===== src/axis_input_pkg.sv =====
package axis_input_pkg;
    localparam int num_axes = 4;
    localparam int num_gen = 4;
    // Register byte offsets
    localparam logic [7:0] off_cfg0 = 8'h00;
    localparam logic [7:0] off_cfg1 = 8'h04;
    localparam logic [7:0] off_cfg2 = 8'h08;
    localparam logic [7:0] off_cfg3 = 8'h0c;
    localparam logic [7:0] off_stat = 8'h10;
    localparam logic [7:0] off_inp = 8'h14;
    localparam logic [7:0] off_irq_stat = 8'h18;
    localparam logic [7:0] off_irq_en = 8'h1c;
    localparam logic [7:0] off_irq_clr = 8'h20;
    localparam logic [7:0] off_cmd = 8'h24;
    // Per-axis config word fields
    localparam int f_inpos_en = 0;
    localparam int f_inpos_pol = 1;
    localparam int f_alarm_en = 2;
    localparam int f_alarm_pol = 3;
    localparam int f_plim_en = 4;
    localparam int f_plim_pol = 5;
    localparam int f_mlim_en = 6;
    localparam int f_mlim_pol = 7;
    localparam int f_lim_sudden = 8;
    localparam int f_gen_en = 9;
    localparam int f_gen_pol = 13;
    localparam int f_gen_sudden = 17;
    localparam int f_ext_mode = 18;
    // Per-axis status byte fields
    localparam int s_drv = 0;
    localparam int s_alarm = 1;
    localparam int s_plim = 2;
    localparam int s_mlim = 3;
    localparam int s_emg = 4;
    localparam int s_stop = 5;
    // Command word fields: bit0 start, bit1 minus, bit2 stop
    localparam int c_start = 0;
    localparam int c_minus = 1;
    localparam int c_stop = 2;
    localparam int c_axis = 4;
    localparam logic [1:0] ext_off = 2'h0;
    localparam logic [1:0] ext_fixed = 2'h1;
    localparam logic [1:0] ext_cont = 2'h2;
    localparam logic [1:0] resp_okay = 2'h0;
    localparam logic [1:0] resp_slverr = 2'h2;
    localparam int stat_bits = 8;
endpackage


===== src/axis_input_stop.sv =====
`timescale 1ns/1ps
module axis_input_stop (
    input wire logic aclk,
    input wire logic aresetn,
    input wire logic [7:0] s_axi_awaddr,
    input wire logic s_axi_awvalid,
    output logic s_axi_awready,
    input wire logic [31:0] s_axi_wdata,
    input wire logic [3:0] s_axi_wstrb,
    input wire logic s_axi_wvalid,
    output logic s_axi_wready,
    output logic [1:0] s_axi_bresp,
    output logic s_axi_bvalid,
    input wire logic s_axi_bready,
    input wire logic [7:0] s_axi_araddr,
    input wire logic s_axi_arvalid,
    output logic s_axi_arready,
    output logic [31:0] s_axi_rdata,
    output logic [1:0] s_axi_rresp,
    output logic s_axi_rvalid,
    input wire logic s_axi_rready,
    input wire logic [axis_input_pkg::num_axes-1:0] servo_in_position,
    input wire logic [axis_input_pkg::num_axes-1:0] servo_fault_input,
    input wire logic [axis_input_pkg::num_axes-1:0] plus_over_limit,
    input wire logic [axis_input_pkg::num_axes-1:0] minus_over_limit,
    input wire logic [axis_input_pkg::num_axes*axis_input_pkg::num_gen-1:0] general_stop_inputs,
    input wire logic [axis_input_pkg::num_axes-1:0] ext_plus_start,
    input wire logic [axis_input_pkg::num_axes-1:0] ext_minus_start,
    input wire logic emergency_stop_n,
    input wire logic [axis_input_pkg::num_axes-1:0] pulse_busy,
    input wire logic [axis_input_pkg::num_axes-1:0] pulse_dir_minus,
    output logic [axis_input_pkg::num_axes-1:0] start_plus,
    output logic [axis_input_pkg::num_axes-1:0] start_minus,
    output logic [axis_input_pkg::num_axes-1:0] decel_stop,
    output logic [axis_input_pkg::num_axes-1:0] sudden_stop,
    output logic [axis_input_pkg::num_axes-1:0] axis_driving_flag,
    output logic irq
);
    import axis_input_pkg::*;

    localparam int na = num_axes;
    localparam int nev = 3 * na + 1;
    // Register index bits of a byte address
    localparam int idx_lsb = 2;
    localparam int idx_w = 2;

    // =====================================================
    // State
    typedef struct packed {
        // Write slot
        logic aw_got;
        logic w_got;
        logic [7:0] awaddr;
        logic [31:0] wdata;
        logic [3:0] wstrb;
        logic bvalid;
        logic [1:0] bresp;

        // Read slot
        logic rvalid;
        logic [31:0] rdata;
        logic [1:0] rresp;

        // Software registers
        logic [na-1:0][31:0] cfg;
        logic [nev-1:0] irq_stat;
        logic [nev-1:0] irq_en;

        // Input history and axis state
        logic [na-1:0] busy_d;
        logic [na-1:0] drv;
        logic [na-1:0] exp_d;
        logic [na-1:0] exm_d;

        // One-cycle requests to the pulse generator
        logic [na-1:0] stp;
        logic [na-1:0] stm;
        logic [na-1:0] dec;
        logic [na-1:0] sud;

        // Status bytes and general stop levels
        logic [na-1:0][stat_bits-1:0] stat;
        logic [na*num_gen-1:0] gen_lvl;
    } state_s;

    state_s state_reg;
    state_s state_next;

    // =====================================================
    // Helpers
    function automatic logic act(input logic lvl, input logic pol);
        act = (lvl == pol);
    endfunction

    function automatic logic [31:0] merge(input logic [31:0] old, input logic [31:0] d,
                                          input logic [3:0] be);
        merge = old;
        for (int b = 0; b < 4; b++) begin
            if (be[b]) begin
                merge[b*8 +: 8] = d[b*8 +: 8];
            end
        end
    endfunction

    // Config word selected by a byte address
    function automatic logic [idx_w-1:0] word_index(input logic [7:0] addr);
        word_index = addr[idx_lsb +: idx_w];
    endfunction

    // Interrupt field padded to a bus word
    function automatic logic [31:0] irq_word(input logic [nev-1:0] bits);
        irq_word = {{(32-nev){1'b0}}, bits};
    endfunction

    // High now, low in the previous cycle
    function automatic logic went_high(input logic now, input logic was);
        went_high = now && !was;
    endfunction

    // Low now, high in the previous cycle
    function automatic logic went_low(input logic now, input logic was);
        went_low = was && !now;
    endfunction

    // =====================================================
    // Next state
    always_comb begin
        logic wr;
        logic emergency_flag;
        logic [1:0] ax;
        logic [1:0] emode;
        logic al;
        logic pl;
        logic ml;
        logic ip;
        logic gstop;
        logic gsud;
        logic lim_hit;
        logic [nev-1:0] ev;
        logic [31:0] rd;

        wr = 1'b0;
        emergency_flag = 1'b0;
        ax = 2'h0;
        emode = 2'h0;
        al = 1'b0;
        pl = 1'b0;
        ml = 1'b0;
        ip = 1'b0;
        gstop = 1'b0;
        gsud = 1'b0;
        lim_hit = 1'b0;
        ev = '0;
        rd = '0;

        // Pulses drop each cycle, input history follows the pins
        state_next = state_reg;
        state_next.stp = '0;
        state_next.stm = '0;
        state_next.dec = '0;
        state_next.sud = '0;
        state_next.busy_d = pulse_busy;
        state_next.exp_d = ext_plus_start;
        state_next.exm_d = ext_minus_start;
        state_next.gen_lvl = general_stop_inputs;

        // =====================================================
        // Bus write channel
        // Each channel latches once and waits for its partner
        if (s_axi_awvalid && !state_reg.aw_got) begin
            state_next.aw_got = 1'b1;
            state_next.awaddr = s_axi_awaddr;
        end

        if (s_axi_wvalid && !state_reg.w_got) begin
            state_next.w_got = 1'b1;
            state_next.wdata = s_axi_wdata;
            state_next.wstrb = s_axi_wstrb;
        end

        wr = state_reg.aw_got && state_reg.w_got && !state_reg.bvalid;
        if (s_axi_bvalid && s_axi_bready) begin
            state_next.bvalid = 1'b0;
        end

        emergency_flag = !emergency_stop_n;
        if (wr) begin
            state_next.aw_got = 1'b0;
            state_next.w_got = 1'b0;
            state_next.bvalid = 1'b1;
            state_next.bresp = resp_okay;
            case (state_reg.awaddr)
                off_cfg0, off_cfg1, off_cfg2, off_cfg3: begin
                    ax = word_index(state_reg.awaddr);
                    state_next.cfg[ax] = merge(state_reg.cfg[ax], state_reg.wdata,
                                               state_reg.wstrb);
                end
                off_irq_en: state_next.irq_en = state_reg.wdata[nev-1:0];
                off_irq_clr: state_next.irq_stat = state_reg.irq_stat & ~state_reg.wdata[nev-1:0];
                off_cmd: begin
                    ax = state_reg.wdata[c_axis +: idx_w];
                    // A stop request wins over a start in one command
                    if (state_reg.wdata[c_stop]) begin
                        state_next.dec[ax] = 1'b1;
                    end else if (state_reg.wdata[c_start] && !emergency_flag) begin
                        state_next.stp[ax] = !state_reg.wdata[c_minus];
                        state_next.stm[ax] = state_reg.wdata[c_minus];
                    end
                end
                // Read-only words accept and ignore writes
                off_stat, off_inp, off_irq_stat: state_next.bresp = resp_okay;
                default: state_next.bresp = resp_slverr;
            endcase
        end

        // =====================================================
        // Per-axis input handling
        for (int a = 0; a < na; a++) begin
            al = state_reg.cfg[a][f_alarm_en] &&
                 act(servo_fault_input[a], state_reg.cfg[a][f_alarm_pol]);
            pl = state_reg.cfg[a][f_plim_en] &&
                 act(plus_over_limit[a], state_reg.cfg[a][f_plim_pol]);
            ml = state_reg.cfg[a][f_mlim_en] &&
                 act(minus_over_limit[a], state_reg.cfg[a][f_mlim_pol]);
            ip = act(servo_in_position[a], state_reg.cfg[a][f_inpos_pol]);
            gstop = 1'b0;
            for (int g = 0; g < num_gen; g++) begin
                gstop = gstop || (state_reg.cfg[a][f_gen_en + g] &&
                        act(general_stop_inputs[a*num_gen + g], state_reg.cfg[a][f_gen_pol + g]));
            end
            gsud = state_reg.cfg[a][f_gen_sudden];

            // Status levels, one cycle behind the pins
            state_next.stat[a][s_alarm] = al;
            state_next.stat[a][s_plim] = pl;
            state_next.stat[a][s_mlim] = ml;
            state_next.stat[a][s_emg] = emergency_flag;
            state_next.stat[a][s_stop] = gstop;

            // Interrupt events on rising alarm and limit conditions and on falling busy
            ev[3*a] = went_high(al, state_reg.stat[a][s_alarm]);
            ev[3*a+1] = went_high(pl, state_reg.stat[a][s_plim]) ||
                        went_high(ml, state_reg.stat[a][s_mlim]);
            ev[3*a+2] = went_low(pulse_busy[a], state_reg.busy_d[a]);

            // Limit stop only in the matching direction
            lim_hit = pulse_busy[a] && ((pl && !pulse_dir_minus[a]) ||
                                        (ml && pulse_dir_minus[a]));
            if (lim_hit) begin
                if (state_reg.cfg[a][f_lim_sudden]) begin
                    state_next.sud[a] = 1'b1;
                end else begin
                    state_next.dec[a] = 1'b1;
                end
            end

            // General stops act in either direction
            if (pulse_busy[a] && gstop) begin
                if (gsud) begin
                    state_next.sud[a] = 1'b1;
                end else begin
                    state_next.dec[a] = 1'b1;
                end
            end

            // Emergency overrides every other stop
            if (emergency_flag) begin
                state_next.sud[a] = 1'b1;
                state_next.dec[a] = 1'b0;
            end

            // External start only while the axis is idle
            emode = state_reg.cfg[a][f_ext_mode +: 2];
            if (!emergency_flag && !pulse_busy[a]) begin
                if (emode == ext_fixed) begin
                    state_next.stp[a] = went_low(ext_plus_start[a], state_reg.exp_d[a]);
                    state_next.stm[a] = went_low(ext_minus_start[a], state_reg.exm_d[a]);
                end else if (emode == ext_cont) begin
                    state_next.stp[a] = !ext_plus_start[a];
                    state_next.stm[a] = ext_minus_start[a] ? 1'b0 : ext_plus_start[a];
                end
                if (state_next.stp[a] && state_next.stm[a]) begin
                    state_next.stm[a] = 1'b0;
                end
            end

            // Driving flag held until in-position or emergency
            if (pulse_busy[a]) begin
                state_next.drv[a] = 1'b1;
            end else if (!state_reg.cfg[a][f_inpos_en] || ip || emergency_flag) begin
                state_next.drv[a] = 1'b0;
            end
            state_next.stat[a][s_drv] = state_next.drv[a];
        end
        // Emergency onset is one event for all axes
        ev[nev-1] = went_high(emergency_flag, state_reg.stat[0][s_emg]);
        // Set beats clear
        state_next.irq_stat = state_next.irq_stat | ev;

        // =====================================================
        // Bus read channel
        if (s_axi_rvalid && s_axi_rready) begin
            state_next.rvalid = 1'b0;
        end

        if (s_axi_arvalid && !state_reg.rvalid) begin
            state_next.rvalid = 1'b1;
            state_next.rresp = resp_okay;
            case (s_axi_araddr)
                off_cfg0, off_cfg1, off_cfg2, off_cfg3: rd = state_reg.cfg[word_index(s_axi_araddr)];
                off_stat: rd = state_reg.stat;
                off_inp: rd = {{(32-na*num_gen){1'b0}}, state_reg.gen_lvl};
                off_irq_stat: rd = irq_word(state_reg.irq_stat);
                off_irq_en: rd = irq_word(state_reg.irq_en);
                off_irq_clr, off_cmd: rd = '0;
                default: state_next.rresp = resp_slverr;
            endcase
            state_next.rdata = rd;
        end

        // Synchronous reset clears every field
        if (!aresetn) begin
            state_next = '0;
        end
    end

    // =====================================================
    // State register
    always_ff @(posedge aclk) begin
        state_reg <= state_next;
    end

    // =====================================================
    // Bus outputs
    assign s_axi_awready = !state_reg.aw_got;
    assign s_axi_wready = !state_reg.w_got;
    assign s_axi_bvalid = state_reg.bvalid;
    assign s_axi_bresp = state_reg.bresp;
    assign s_axi_arready = !state_reg.rvalid;
    assign s_axi_rvalid = state_reg.rvalid;
    assign s_axi_rdata = state_reg.rdata;
    assign s_axi_rresp = state_reg.rresp;

    // =====================================================
    // Axis outputs
    assign start_plus = state_reg.stp;
    assign start_minus = state_reg.stm;
    assign decel_stop = state_reg.dec;
    assign sudden_stop = state_reg.sud;
    assign axis_driving_flag = state_reg.drv;

    // =====================================================
    // Interrupt line
    assign irq = |(state_reg.irq_stat & state_reg.irq_en);
endmodule // axis_input_stop


===== config.mk =====
export PLATFORM = sky130hd
export DESIGN_NAME = axis_input_stop
export DESIGN_NICKNAME = d
export VERILOG_FILES = /design/src/axis_input_pkg.sv /design/src/axis_input_stop.sv
export SDC_FILE = /design/constraint.sdc
export NUM_CORES = 1
export LEC_CHECK = 0
export BUFFER_PORTS_ARGS = -buffer_cell sky130_fd_sc_hd__buf_2
export CORE_ASPECT_RATIO = 1.25
export CORE_MARGIN = 8
export CORE_UTILIZATION = 35
export DETAILED_ROUTE_END_ITERATION = 10
export GPL_ROUTABILITY_DRIVEN = 0
export PLACE_DENSITY = 0.53
export SLEW_MARGIN = 20
export SYNTH_ARGS = -nofsm -noshare
export SYNTH_HDL_FRONTEND = slang
export SYNTH_SLANG_ARGS = --single-unit

===== constraint.sdc =====
create_clock -name aclk -period 3 [get_ports aclk]
set_clock_uncertainty 0.1 [all_clocks]
set_input_delay 0.3 -clock aclk [delete_from_list [all_inputs] [get_ports aclk]]
set_output_delay 0.3 -clock aclk [all_outputs]
set_load 0.05 [all_outputs]

Word-level counts from Yosys, hierarchy flattened
Index checks and enable logic that the tools add are counted.
Word-level totals
  output and inout bits: 62
  input bits: 108
  register bits: 310
Cells by class
  reduce and logical (&&, ||, !) cells: 167
  muxes and demuxes: 120
  bitwise logic cells: 7
  equal/unequal tests: 58
  order comparisons: 5
Operators by type and width (number)
  $pmux W32 S5: 1
  $bmux W32 S2: 2
  $bwmux W128: 1
  $mux W8: 14
  $mux W32: 3
  $logic_and A1 B1 Y1: 87
  $mux W1: 87
  $demux W32 S2: 1
  $eq A8 B5 Y1 const B: 8
  $logic_not A1 Y1: 39
  $mux W35: 1
  $eq A1 B1 Y1: 32
  $eq A8 B4 Y1 const B: 4
  $eq A8 B6 Y1 const B: 4
  $logic_or A1 B1 Y1: 28
  $and A13 B13 Y13: 2
  $mux W13: 2
  $mux W26: 1
  $mux W12: 2
  $reduce_or A10 Y1: 2
  $eq A8 B3 Y1 const B: 2
  $logic_not A8 Y1: 2
  $not A13 Y13: 1
  $or A13 B13 Y13: 1
  15 further kinds: 30

Logic depth before layout (Yosys ltp)
  depth after elaboration: 15
  mapped depth: 7
  gate-level depth less buffers: 4

Worst setup path before layout
Ideal clock, no wire load.
  kind: register -> register
  from: register state_reg[308] (netlist bit)
  to: register state_reg, in the netlist start_plus[1]
  data required time: 2830 ps
  cell stages (with the launch flop): 6
  data arrival time: 1929 ps
  buffers on the path: 1
  setup time: 70 ps
  setup slack: 901 ps
  cell sequence: dfxtp_1 or4b_1 buf_2 or4b_4 or4_1 a21oi_1
Between the ends
  word-level cells in the longest chain between the ends: 7
RTL lines
  start, declared: line axis_input_stop.sv:86  | state_s state_reg;
  start signal, assigned: line axis_input_stop.sv:330  | state_reg <= state_next;
  $eq A8 B6 Y1 *: line axis_input_stop.sv:192  | case (state_reg.awaddr)
  $mux W12 *: line axis_input_stop.sv:192
  $mux W12 *: line axis_input_stop.sv:187  | if (wr) begin
  $mux W1: line axis_input_stop.sv:278  | end else if (emode == ext_cont) begin
  $mux W1: line axis_input_stop.sv:275  | if (emode == ext_fixed) begin
  $mux W1: line axis_input_stop.sv:274  | if (!emergency_flag && !pulse_busy[a]) begin
  $mux W1 *: line axis_input_stop.sv:274
Mark *: on every way between the ends. The rest lies on a longest branch, timed or not. The select of a mux whose other input is x is not followed.
A chain may end at the register's enable or synchronous reset.

Worst setup path after layout
  from: register state_reg[317] (netlist bit)
  to: register state_reg[121] (netlist bit)
Between the ends
  word-level cells in the longest chain between the ends: 3
RTL lines
  $logic_and A1 B1 Y1 (2 in series): line axis_input_stop.sv:181  | wr = state_reg.aw_got && state_reg.w_got && !state_reg.bvalid;
  $reduce_and A2 Y1 (no line)
No other way between the ends.

==> results.yml <==
power:
  powerDensity_nw_per_um2: 539
  ir_drop_v: 0.000422
  p_leak_nw: 5.98
grt:
  grt_pass1_wl_mm: 71.5
  use_met3: 0.0274
  met2_usage: 0.354
  antenna_found_initial: 1
  overflow: 0
  grt_max_degree: 45
  grt_pass1_vias: 11500
  grt_usage: 0.206
  busiest_layer: "met2"
  met1_usage: 0.257
clock_tree:
  cts-root-buf: "clkbuf_16"
  ctsResizeCount: 0
  clk_pin_slew_ns: 0.06
  cts_setup_buffers: 0
  clk_latency_ns: 0.58
  cts.sink_count: 301
  cts_buffer_depth: 3
  htreeDepth: 1
  hold_buffers: 86
  cts_tree: "done"
  cts_buffers: 31
synthesis:
  synthAdderAreaFrac: 0
  synth.top_cell.area_share: 0.447
  synth-compound-area-share: 0.189
  synth_largest_area_cell: "dfxtp_1"
  synth_top_family_by_area: "compound AO/OA/AOI/OAI gates"
  synth_seq_cells: 301
  syn_area_um2: 13500
  yosysMostFrequentCell: "dfxtp_1"
  synth.distinct_cells: 64
  synthXorXnorAreaFrac: 0.0221
  synth_edf_count: 0
  async_reset_ff_frac: 0
  synth_cells: 1302
  ys_seq_area_frac: 0.447
  ys_warn_count: 0
  yosys.area_share.simple: 0.110
  synth.mux.area_fraction: 0.166
  avgSynthCellArea_um2: 10.4
  ys.flop_type: "dfxtp_1"
  ys_top_cells_by_count: "dfxtp_1 (301), o2bb2ai_1 (128), nand2_1 (123)"
  synth_area_leaders: "dfxtp_1 (45%), mux4_2 (10%), o2bb2ai_1 (8.3%)"
setup_path:
  worstSetupPathType: "flip-flop to flip-flop"
  startpoint: "state_reg[317]$_SDFFE_PP0P_"
  end_kind: "flip-flop"
  cp.arrival_ns: 2.64
  cp_max_fo: 32
  critical_path_required_ns: 3.34
  worstReg2RegStart: "state_reg[317]$_SDFFE_PP0P_"
  startpoint_type: "flip-flop"
detailed_routing:
  avgRoutedWirePerCell_um: 23.9
  ant_nets: 0
  drtIter0Drc: 742
  viasPerCell: 5.56
  vias: 11100
  finalWirelength_mm: 47.6
  first_pass_iters: 7
  drc: 0
sta:
  fin_tns_setup_ns: 0
  fin_crit_sh: 0.767
  drv_slew: 0
  final-setup-viol-count: 0
  fin_crit_ns: 2.30
  rsz0062_at_grt: "no"
  relSlewSlack: 0.389
  hold_viol: 0
  whs_ns: 0.0395
  fmaxAchievable_mhz: 434
  tightest_slew_ns: 0.914
worst_hold_path:
  min-delay-start: "plus_over_limit[1]"
  hp-class: "input port to flip-flop"
final_layout:
  area.sequential_um2: 6030
  final_nets: 1585
  area_growth_pct: 21.3
  largest_register_ffs: 246
  drive_gt1_frac: 0.236
  multi_input_area_um2: 6620
  num-fill-cells: 3702
floorplanning:
  core_area_um2: 38000
  die_w_um: 192
  start_util: 0.354
  ios: 170
  chipHeight_um: 235
  fp-row-count: 80
  dieArea_um2: 45100
outcome:
  status: "complete, no violations"
job:
  max_cap_violations: 0
place:
  numPortBuffers: 167
  hpwl_mm: 33.3
[final cells by class]
class | count | share of cell area
well taps | 492 | 0.0376
flip-flops and latches | 301 | 0.369
clock buffers | 48 | 0.0562
repair buffers | 287 | 0.122
inverters | 20 | 0.00467
multi-input cells | 836 | 0.405
diodes | 1 | 0.000153
clock inverters | 8 | 0.00589
[logic make-up after synthesis]
family / count (synthesis)
other cells: 1
buf+inv: 166
mux: 146
simple gates: 312
xor+xnor: 34
compound gates: 342
flops: 301
[placed cells by master (no fill, tap or decap), types with 9 or more instances in the layout]
master,n
a21oi_1,81
mux4_2,61
a32o_1,10
clkbuf_1,9
nand2_1,123
buf_2,166
and2_1,25
nor2_1,81
a22oi_1,32
dfxtp_1,300
mux2_2,14
mux2i_1,71
o22ai_1,11
dlygate4sd3_1,86
o2bb2ai_1,128
inv_1,18
xnor2_1,29
nor2b_1,11
nand2b_1,9
o21ai_0,13
buf_4,32
nand3_1,9
clkbuf_16,31
[critical path, stage by stage, from the launching register on]
cell       delay, ns
dfxtp_1         0.40
nand3b_1        0.43
nor2_2          0.53
a31oi_2         0.15
buf_4           0.33
o2bb2ai_1       0.20
[metal layers]
layer	vias up	wire length [um]
li1	5121	-
met1	5516	19700
met2	349	23600
met3	86	2450
met4	0	1890
met5	-	0
[report_power, final]
group          internal [W]  switching, W  leakage, nW
Combinational      0.000312      0.000463         3.04
Clock               0.00226       0.00161        0.499
Sequential          0.00407     0.0000902         2.44
Total               0.00665       0.00216         5.98
[stage by stage]
| stage | utilization | std cells | total power [W] | area, um2 | worst slack (ns) |
|---|---|---|---|---|---|
| finish | 0.430 | 1993 | 0.00881 | 16400 | 0.698 |
| global route | 0.430 | 1993 | 0.00910 | 16400 | 0.577 |
| CTS | 0.430 | 1992 | 0.00890 | 16300 | 0.719 |
| detailed placement | 0.380 | 1850 | 0.00494 | 14500 | 0.736 |
| global placement | 0.380 | 1850 | 0.00493 | 14500 | 0.764 |
| floorplan | - | 1303 | 0.00464 | 13500 | 0.901 |
[path summary, 6_finish.rpt]
path                                 endpoint  slack, ns  depth (start not counted)
setup / recovery  state_reg[121]$_SDFFE_PN0P_       0.70                          5
hold / removal       state_reg[26]$_SDFF_PN0_       0.04                          4
setup reg to reg  state_reg[121]$_SDFFE_PN0P_       0.70                          5
hold reg to reg   s_axi_rdata[7]$_SDFFE_PN0P_       0.35                          2
Power figures use the tool's default switching activity.
